<file path="config.mk">
export PLATFORM = sky130hd
export DESIGN_NAME = aitg_ctrl
export DESIGN_NICKNAME = d
export VERILOG_FILES = /design/src/aitg_pkg.sv /design/src/aitg_ctrl.sv
export VERILOG_INCLUDE_DIRS = /design/src
export SDC_FILE = /design/constraint.sdc
export NUM_CORES = 1
export LEC_CHECK = 0
export BUFFER_PORTS_ARGS = -buffer_cell sky130_fd_sc_hd__buf_2
export CAP_MARGIN = 10
export CORE_MARGIN = 8
export CORE_UTILIZATION = 46
export CTS_CLUSTER_SIZE = 24
export DETAILED_ROUTE_END_ITERATION = 10
export PLACE_DENSITY = 0.68
export SLEW_MARGIN = 15
export SYNTH_ARGS = -nofsm -noshare
export SYNTH_HDL_FRONTEND = slang
export SYNTH_SLANG_ARGS = --single-unit
</file>
<file path="constraint.sdc">
create_clock -name clk_sys -period 3.1 [get_ports clk_sys]
set_input_delay 0 -clock clk_sys [delete_from_list [all_inputs] [get_ports clk_sys]]
set_output_delay 0 -clock clk_sys [all_outputs]
set_load 0.05 [all_outputs]
</file>
<file path="src/aitg_params.svh">
// constants for the aux i2c transaction generator controller
`ifndef AITG_PARAMS_SVH
`define AITG_PARAMS_SVH

// register offsets inside the device
`define AITG_OFS_CMD 12'h100
`define AITG_OFS_WFIFO 12'h104
`define AITG_OFS_ADDR 12'h108

// command register field layout
`define AITG_LEN_LSB 0
`define AITG_LEN_W 4
`define AITG_CODE_LSB 8
`define AITG_CODE_W 3
`define AITG_ADDR_ONLY_BIT 12
`define AITG_CONT_CODE_BIT 2

// transaction codes with the continue flag clear
`define AITG_CODE_WRITE 3'h0
`define AITG_CODE_READ 3'h1
`define AITG_CODE_STATUS 3'h2

// data buffer shape and reset values
`define AITG_FIFO_DEPTH 16
`define AITG_FIFO_WIDTH 8
`define AITG_RST_WORD 32'h0000_0000
`define AITG_RST_OFS 12'h000

`endif

</file>
<file path="src/aitg_pkg.sv">
// types shared by the aux i2c transaction generator controller
package aitg_pkg;

    // kind of transaction asked for by the user
    typedef enum logic [1:0] {
        AITG_KIND_WRITE,
        AITG_KIND_READ,
        AITG_KIND_STATUS
    } aitg_kind_t;

    // reply class reported by the device, in this code order
    typedef enum logic [1:0] {
        AITG_REP_ACK,
        AITG_REP_NACK,
        AITG_REP_DEFER,
        AITG_REP_PARTIAL
    } aitg_reply_t;

    // one user request
    typedef struct packed {
        aitg_kind_t kind;
        logic continueTransactionFlag;
        logic addrOnly;
        logic [3:0] len;
        logic [31:0] devAddr;
    } aitg_req_t;

endpackage : aitg_pkg

</file>
<file path="src/aitg_ctrl.sv">
// data fifo and host-side sequencer driving the aux i2c registers
`timescale 1ns/1ns
`default_nettype none
`include "aitg_params.svh"

module aitg_fifo #(
    parameter int WIDTH = `AITG_FIFO_WIDTH,
    parameter int DEPTH = `AITG_FIFO_DEPTH
) (
    input wire logic clk_sys, // system clock
    input wire logic reset_n, // synchronous reset, active low
    input wire logic inValid, // producer offers a word
    output logic inReady, // room for a word
    input wire logic [WIDTH-1:0] inData, // word offered
    output logic outValid, // a word is waiting
    input wire logic outReady, // consumer takes the word
    output logic [WIDTH-1:0] outData // oldest word
);
    localparam int PW = (DEPTH > 1) ? $clog2(DEPTH) : 1;
    localparam int CW = $clog2(DEPTH + 1);

    logic [WIDTH-1:0] mem_q [DEPTH];
    logic [PW-1:0] wrPtr_q;
    logic [PW-1:0] rdPtr_q;
    logic [CW-1:0] count_q;
    logic [CW-1:0] count_d;
    logic push;
    logic pop;

    // pointer step with wrap, used by both ends
    function automatic logic [PW-1:0] nextPtr(input logic [PW-1:0] p);
        return (p == PW'(DEPTH - 1)) ? '0 : p + PW'(1);
    endfunction : nextPtr

    assign push = inValid && inReady;
    assign pop = outReady && outValid;
    assign count_d = count_q + CW'(push) - CW'(pop);
    assign outData = mem_q[rdPtr_q];

    // storage is written only, never reset, to save reset fan-out
    always_ff @(posedge clk_sys) begin
        if (push) begin
            mem_q[wrPtr_q] <= inData;
        end
    end

    // pointers, count and registered flags
    always_ff @(posedge clk_sys) begin
        if (!reset_n) begin
            wrPtr_q <= '0;
            rdPtr_q <= '0;
            count_q <= '0;
            inReady <= 1'b0;
            outValid <= 1'b0;
        end else begin
            if (push) begin
                wrPtr_q <= nextPtr(wrPtr_q);
            end
            if (pop) begin
                rdPtr_q <= nextPtr(rdPtr_q);
            end
            count_q <= count_d;
            inReady <= (count_d != CW'(DEPTH));
            outValid <= (count_d != '0);
        end
    end
endmodule : aitg_fifo

module aitg_ctrl
    import aitg_pkg::*;
(
    input wire logic clk_sys, // system clock, 125 MHz
    input wire logic reset_n, // synchronous reset, active low
    input wire logic reqValid, // user offers a request
    input wire aitg_req_t reqData, // request fields
    output logic reqReady, // sequencer idle, request taken when valid
    input wire logic dataValid, // user offers a payload byte
    input wire logic [`AITG_FIFO_WIDTH-1:0] dataByte, // payload byte
    output logic dataReady, // payload buffer has room
    output logic done, // one-cycle pulse when a reply arrived
    output aitg_reply_t replyClass, // class of the last reply
    output logic pendingWrite, // a write is deferred or partially acknowledged
    output logic pendingRead, // a read is deferred
    output logic devWrEn, // device register write strobe
    output logic [11:0] devAddr, // device register offset
    output logic [31:0] devWrData, // device register write data
    input wire logic devReplyValid, // device saw an aux reply
    input wire aitg_reply_t devReplyCode // class of that reply
);
    typedef enum logic [2:0] {S_IDLE, S_ADDR, S_DATA, S_CMD, S_WAIT} aitg_state_t;

    aitg_state_t state_q;
    aitg_req_t req_q;
    logic [3:0] left_q;
    logic fifoValid;
    logic fifoTake;
    logic [`AITG_FIFO_WIDTH-1:0] fifoByte;
    logic burstWrite;
    logic replyNow;

    // command code: base by kind, continue flag adds four
    function automatic logic [2:0] cmdCode(input aitg_req_t r);
        logic [2:0] c;
        c = `AITG_CODE_WRITE;
        if (r.kind == AITG_KIND_READ) begin
            c = `AITG_CODE_READ;
        end else if (r.kind == AITG_KIND_STATUS) begin
            c = `AITG_CODE_STATUS;
        end
        c[`AITG_CONT_CODE_BIT] = r.continueTransactionFlag;
        return c;
    endfunction : cmdCode

    // command register word; status always goes out address-only
    function automatic logic [31:0] cmdWord(input aitg_req_t r);
        logic [31:0] w;
        w = `AITG_RST_WORD;
        w[`AITG_CODE_LSB +: `AITG_CODE_W] = cmdCode(r);
        w[`AITG_ADDR_ONLY_BIT] = r.addrOnly || (r.kind == AITG_KIND_STATUS);
        if (!w[`AITG_ADDR_ONLY_BIT]) begin
            w[`AITG_LEN_LSB +: `AITG_LEN_W] = r.len;
        end
        return w;
    endfunction : cmdWord

    // payload only moves for a burst write, and only while the block drains it
    assign burstWrite = (req_q.kind == AITG_KIND_WRITE) && !req_q.addrOnly;
    assign fifoTake = (state_q == S_DATA) && (left_q != 4'h0);
    assign replyNow = (state_q == S_WAIT) && devReplyValid;

    aitg_fifo #(
        .WIDTH(`AITG_FIFO_WIDTH),
        .DEPTH(`AITG_FIFO_DEPTH)
    ) u_fifo (
        .clk_sys(clk_sys),
        .reset_n(reset_n),
        .inValid(dataValid),
        .inReady(dataReady),
        .inData(dataByte),
        .outValid(fifoValid),
        .outReady(fifoTake),
        .outData(fifoByte)
    );

    // launch sequencer: address, optional payload, command, then wait
    always_ff @(posedge clk_sys) begin
        if (!reset_n) begin
            state_q <= S_IDLE;
            req_q <= '0;
            left_q <= 4'h0;
        end else begin
            case (state_q)
                S_IDLE: begin
                    if (reqValid) begin
                        req_q <= reqData;
                        left_q <= reqData.len;
                        state_q <= S_ADDR;
                    end
                end
                S_ADDR: begin
                    state_q <= burstWrite ? S_DATA : S_CMD;
                end
                S_DATA: begin
                    if (left_q == 4'h0) begin
                        state_q <= S_CMD;
                    end else if (fifoValid) begin
                        left_q <= left_q - 4'h1;
                    end
                end
                S_CMD: begin
                    state_q <= S_WAIT;
                end
                S_WAIT: begin
                    if (devReplyValid) begin
                        state_q <= S_IDLE;
                    end
                end
                default: begin
                    state_q <= S_IDLE;
                end
            endcase
        end
    end

    // device register writes, one per cycle, issued from the sequencer
    always_ff @(posedge clk_sys) begin
        if (!reset_n) begin
            devWrEn <= 1'b0;
            devAddr <= `AITG_RST_OFS;
            devWrData <= `AITG_RST_WORD;
        end else begin
            devWrEn <= 1'b0;
            if (state_q == S_IDLE && reqValid) begin
                devWrEn <= 1'b1;
                devAddr <= `AITG_OFS_ADDR;
                devWrData <= reqData.devAddr;
            end else if (state_q == S_DATA && left_q != 4'h0 && fifoValid) begin
                devWrEn <= 1'b1;
                devAddr <= `AITG_OFS_WFIFO;
                devWrData <= 32'(fifoByte);
            end else if (state_q == S_CMD) begin
                devWrEn <= 1'b1;
                devAddr <= `AITG_OFS_CMD;
                devWrData <= cmdWord(req_q);
            end
        end
    end

    // user handshake and reply report
    always_ff @(posedge clk_sys) begin
        if (!reset_n) begin
            reqReady <= 1'b0;
            done <= 1'b0;
            replyClass <= AITG_REP_ACK;
        end else begin
            reqReady <= (state_q == S_IDLE && !reqValid) || replyNow;
            done <= replyNow;
            if (replyNow) begin
                replyClass <= devReplyCode;
            end
        end
    end

    // pending state of the remote bridge, so the user knows to poll, retry or abort
    always_ff @(posedge clk_sys) begin
        if (!reset_n) begin
            pendingWrite <= 1'b0;
            pendingRead <= 1'b0;
        end else if (replyNow) begin
            if (req_q.kind == AITG_KIND_STATUS) begin
                // polls keep the write pending while it still crawls
                pendingWrite <= (devReplyCode == AITG_REP_PARTIAL) ||
                    (devReplyCode == AITG_REP_DEFER);
            end else if (req_q.addrOnly) begin
                pendingWrite <= 1'b0;
                pendingRead <= 1'b0;
            end else if (req_q.kind == AITG_KIND_WRITE) begin
                pendingWrite <= (devReplyCode == AITG_REP_PARTIAL) ||
                    (devReplyCode == AITG_REP_DEFER);
                pendingRead <= 1'b0;
            end else begin
                pendingRead <= (devReplyCode == AITG_REP_DEFER);
                pendingWrite <= 1'b0;
            end
        end
    end

    // count payload writes since the address write, for checking only
    logic [4:0] payCount_q;
    always_ff @(posedge clk_sys) begin
        if (!reset_n) begin
            payCount_q <= 5'h00;
        end else if (devWrEn && devAddr == `AITG_OFS_ADDR) begin
            payCount_q <= 5'h00;
        end else if (devWrEn && devAddr == `AITG_OFS_WFIFO) begin
            payCount_q <= payCount_q + 5'h01;
        end
    end
endmodule : aitg_ctrl

`default_nettype wire

</file>
==> tab_implementation.tex <==
\begin{tabular}{lr}
\hline
Metric & Value \\
\hline
\multicolumn{2}{l}{\textbf{Synth}} \\
\quad Synthesis warning total & 0 \\
\quad Count of flip-flops with a built-in enable after synthesis & 128 \\
\quad Synth async-reset ratio & 0 \\
\quad Number of distinct library cells after synthesis & 58 \\
\quad Sequential share of the synthesized area & 0.640 \\
\quad Total of flip-flops plus latches after synthesis & 204 \\
\quad Area of the mapped netlist & 8380 µm² \\
\quad Post-synthesis area per instance & 13.6 µm² \\
\quad Predominant post-synthesis flop cell & edfxtp\_1 \\
\quad Gate count after technology mapping & 618 \\
\multicolumn{2}{l}{\textbf{Timing}} \\
\quad Final critical path time including I/O delays and setup & 2.93 ns \\
\quad Smallest setup slack after layout & 0.165 ns \\
\quad Number of setup violations in the final report & 0 \\
\quad Hold violation total from the final report & 0 \\
\quad Worst-Margin Slew & 0.897 ns \\
\quad Unrepaired setup endpoints after global routing & no \\
\quad Final slew viol count & 0 \\
\quad Top achievable clock speed & 0.341 GHz \\
\quad Tcrit/Tclk final & 0.947 \\
\quad Final setup skew & 0.00685 ns \\
\quad Setup TNS Final & 0 ns \\
\quad Max\_slew headroom & 0.400 \\
\multicolumn{2}{l}{\textbf{Route}} \\
\quad Antenna viol nets, final & 0 \\
\quad Average vias per placed instance & 5.40 \\
\quad Number of detailed-route iterations in the first pass & 5 \\
\quad DR iter-0 viols & 295 \\
\quad Detailed-route wire length per cell & 18.5 µm \\
\quad Final WL & 18900 µm \\
\quad Number of vias in the routed layout & 5529 \\
\quad Number of remaining DRC errors & 0 \\
\multicolumn{2}{l}{\textbf{Global routing}} \\
\quad Antenna violations before repair & 0 \\
\quad Via count of the first global-routing pass & 5653 \\
\quad Total routing usage reported by global routing & 0.166 \\
\quad Maximum number of pins on one net before global-route repair & 40 \\
\quad Sum of overflow across all layers after global routing & 0 \\
\quad First-pass GRT wire length & 30000 µm \\
\multicolumn{2}{l}{\textbf{Die}} \\
\quad Starting density of the core & 0.468 \\
\quad Top-level I/O count & 107 \\
\quad Die Wd & 151 µm \\
\quad Vertical die dimension & 151 µm \\
\quad DIE AREA & 22800 µm² \\
\quad Total core area & 17900 µm² \\
\quad Row cnt & 49 \\
\multicolumn{2}{l}{\textbf{Setup path}} \\
\quad Startpoint Class & register \\
\quad Buffers \& Inverters on Critical Path & 3 \\
\quad Maximum fanout along the worst path & 10 \\
\quad List of cells traversed by the critical path & inv\_1, ha\_2, or3b\_1, nand2\_1, inv\_2, ha\_1, inv\_1, ha\_1, fa\_2, a21o\_1, a21oi\_2, xor2\_1, a31oi\_1 \\
\quad Element type at the critical path end & register \\
\quad Data arrival, critical path & 3.28 ns \\
\quad Worst Path Required & 3.45 ns \\
\quad Critical Path Slowest Stage Cell & fa\_2 \\
\quad CP top delay family & adder cells \\
\quad Worst Path Class, Setup & register to register \\
\quad Peak per-stage delay on the critical path & 0.38 ns \\
\multicolumn{2}{l}{\textbf{Job}} \\
\quad Max-cap violations & 0 \\
\multicolumn{2}{l}{\textbf{Hold path}} \\
\quad Worst min-delay path class & input port to register \\
\multicolumn{2}{l}{\textbf{Placed design}} \\
\quad Placement Setup Slack & 0.0307 ns \\
\quad HPWL Detailed & 12600 µm \\
\quad Final estimated routing congestion in global placement & 0.858 \\
\quad Port bufs & 97 \\
\multicolumn{2}{l}{\textbf{CTS}} \\
\quad Buffer type at the clock tree root & clkbuf\_16 \\
\quad Inserted Clock Buffers & 21 \\
\quad Clock sink count & 204 \\
\quad Worst-Skew Late Latency & 0.48 ns \\
\quad Buffers inserted during post-CTS setup optimization & 0 \\
\quad Clock input transition at the sequential cells of the worst setup and hold paths & 0.06 ns \\
\quad Number of levels in the clock H-tree & 1 \\
\quad Deepest clock path buffer count & 3 \\
\quad CTS tree & built \\
\multicolumn{2}{l}{\textbf{Power}} \\
\quad Worst ir drop on vdd & 0.000503 V \\
\quad Psw & 2.20 mW \\
\quad Total power divided by cell area & 698 nW/µm² \\
\quad Gate power share & 0.239 \\
\quad Power share of the clock group & 0.311 \\
\quad Proportion of power drawn by flip-flops and latches & 0.450 \\
\quad Sw frac & 0.307 \\
\quad Internal power contribution & 4.96 mW \\
\quad Leakage dissipation & 3.74 nW \\
\multicolumn{2}{l}{\textbf{Finish}} \\
\quad Layout Nets & 850 \\
\quad Fraction of layout cells with a size suffix above 1 & 0.229 \\
\quad Final-layout fill cell count & 1384 \\
\quad Leading cell type in the layout, fill and taps excluded & edfxtp\_1 \\
\quad Total inserted antenna cells & 0 \\
\quad Area delta synth->final & 22.4\% \\
\quad Commonest non-fill, non-tap cells in the layout & edfxtp\_1 (128), buf\_2 (97), dfxtp\_1 (75) \\
\multicolumn{2}{l}{\textbf{Run status}} \\
\quad Outcome & completed \\
\hline
\end{tabular}
==> repair_timing <==
item                                    in CTS  in global routing
endpoints found under the hold margin      185                  0
endpoints found under the setup margin       0                  3
gates resized for setup                      0                  3
hold buffers                                61                  0
==> metrics by stage <==
step,hold WS (ns),power [mW],area (µm²),instances,utilization
after floorplan,0.0989,4.47,8410,626,-
after CTS,0.290,7.19,10200,1024,0.572
after detailed placement,0.252,4.90,9040,928,0.505
after global placement,0.243,4.84,9040,928,0.505
final,0.307,7.16,10300,1024,0.573
after global routing,0.325,7.47,10300,1024,0.573
==> routing by layer <==
metal,up-vias,share of wire,GRT usage
met5,-,0,0
met4,0,0.020,0.0440
met3,33,0.068,0.0308
met2,178,0.49,0.288
met1,2693,0.43,0.210
li1,2625,-,-
==> power groups by stage <==
stage	logic, mW	registers [mW]	clock network, mW
after floorplan	0.855	3.62	0
after global placement	1.58	3.26	0
after detailed placement	1.63	3.27	0
after CTS	1.69	3.22	2.27
after global routing	1.85	3.24	2.38
final	1.71	3.22	2.23
==> final cells by class <==
type / count / area (µm²) / area share
multi-input combinational: 360 / 2680 / 0.262
clock inverter: 9 / 41.3 / 0.00403
sequential: 204 / 5370 / 0.523
tap: 229 / 287 / 0.0279
timing repair buffer: 180 / 1260 / 0.123
inverter: 16 / 60.1 / 0.00586
clock buffer: 26 / 556 / 0.0542
==> state kept, by name, indices dropped and copies added, names as in the netlist, named ones only <==
name             cells
state_q              3
replyClass           2
u_fifo.count_q       5
u_fifo.rdPtr_q       4
u_fifo.wrPtr_q       4
req_q                8
devWrData           32
left_q               4
devWrEn              1
reqReady             1
u_fifo.mem_q       128
devAddr              3
u_fifo.outValid      1
done                 1
pendingRead          1
pendingWrite         1
u_fifo.inReady       1
==> synthesized netlist by cell type, types with 4 or more instances <==
master,instances,area share
dfxtp_1,76,0.18
and2_1,8,0.0060
mux4_1,9,0.028
nand3_1,8,0.0048
nor3_1,10,0.0060
a21oi_1,36,0.022
or3_1,4,0.0030
o22ai_1,5,0.0037
buf_4,10,0.0090
mux2i_1,17,0.020
xor2_1,4,0.0042
buf_2,13,0.0078
and3_1,7,0.0052
inv_1,15,0.0067
a22oi_1,22,0.020
o21ai_0,11,0.0066
xnor2_1,4,0.0042
a31oi_1,7,0.0052
nor2_1,50,0.022
nor2b_1,14,0.010
ha_1,11,0.016
nand2_1,44,0.020
buf_12,4,0.0096
edfxtp_1,128,0.46
nand3b_1,6,0.0054
clkbuf_1,14,0.0063
mux4_2,12,0.032
mux2_2,12,0.016
a211oi_1,7,0.0063
a21o_1,4,0.0036
==> cells by family after synthesis <==
kind of cell / count (synthesis) / share of synthesized area
adder cells (fa/ha/maj): 12 / 0.0188
buffers and inverters: 62 / 0.0451
flip-flops: 204 / 0.640
multiplexers: 50 / 0.0969
XOR/XNOR: 8 / 0.00836
AND/OR/NAND/NOR: 171 / 0.103
other: 1 / 0.000448
AO/OA/AOI/OAI: 110 / 0.0875
==> worst register-to-register path, cell delays in order, from the launching register on <==
cell and delay [ns]:
dfxtp_1 0.33, inv_1 0.08, ha_2 0.20, or3b_1 0.37, nand2_1 0.10, inv_2 0.09
ha_1 0.28, inv_1 0.04, ha_1 0.22, fa_2 0.38, a21o_1 0.20, a21oi_2 0.20
xor2_1 0.21, a31oi_1 0.10
==> worst paths after layout <==
kind / end / depth (start not counted) / slack, ns / startpoint
worst max register to register: u_fifo.outValid / 13 / 0.17 / left_q[0]
worst min-delay path: devWrData[21] / 4 / 0.31 / reqData[21]
worst max-delay path: u_fifo.outValid / 13 / 0.17 / left_q[0]
worst min register to register: devAddr[8] / 2 / 0.45 / devAddr[8]
No activity file was read; power rests on OpenSTA's default activity.
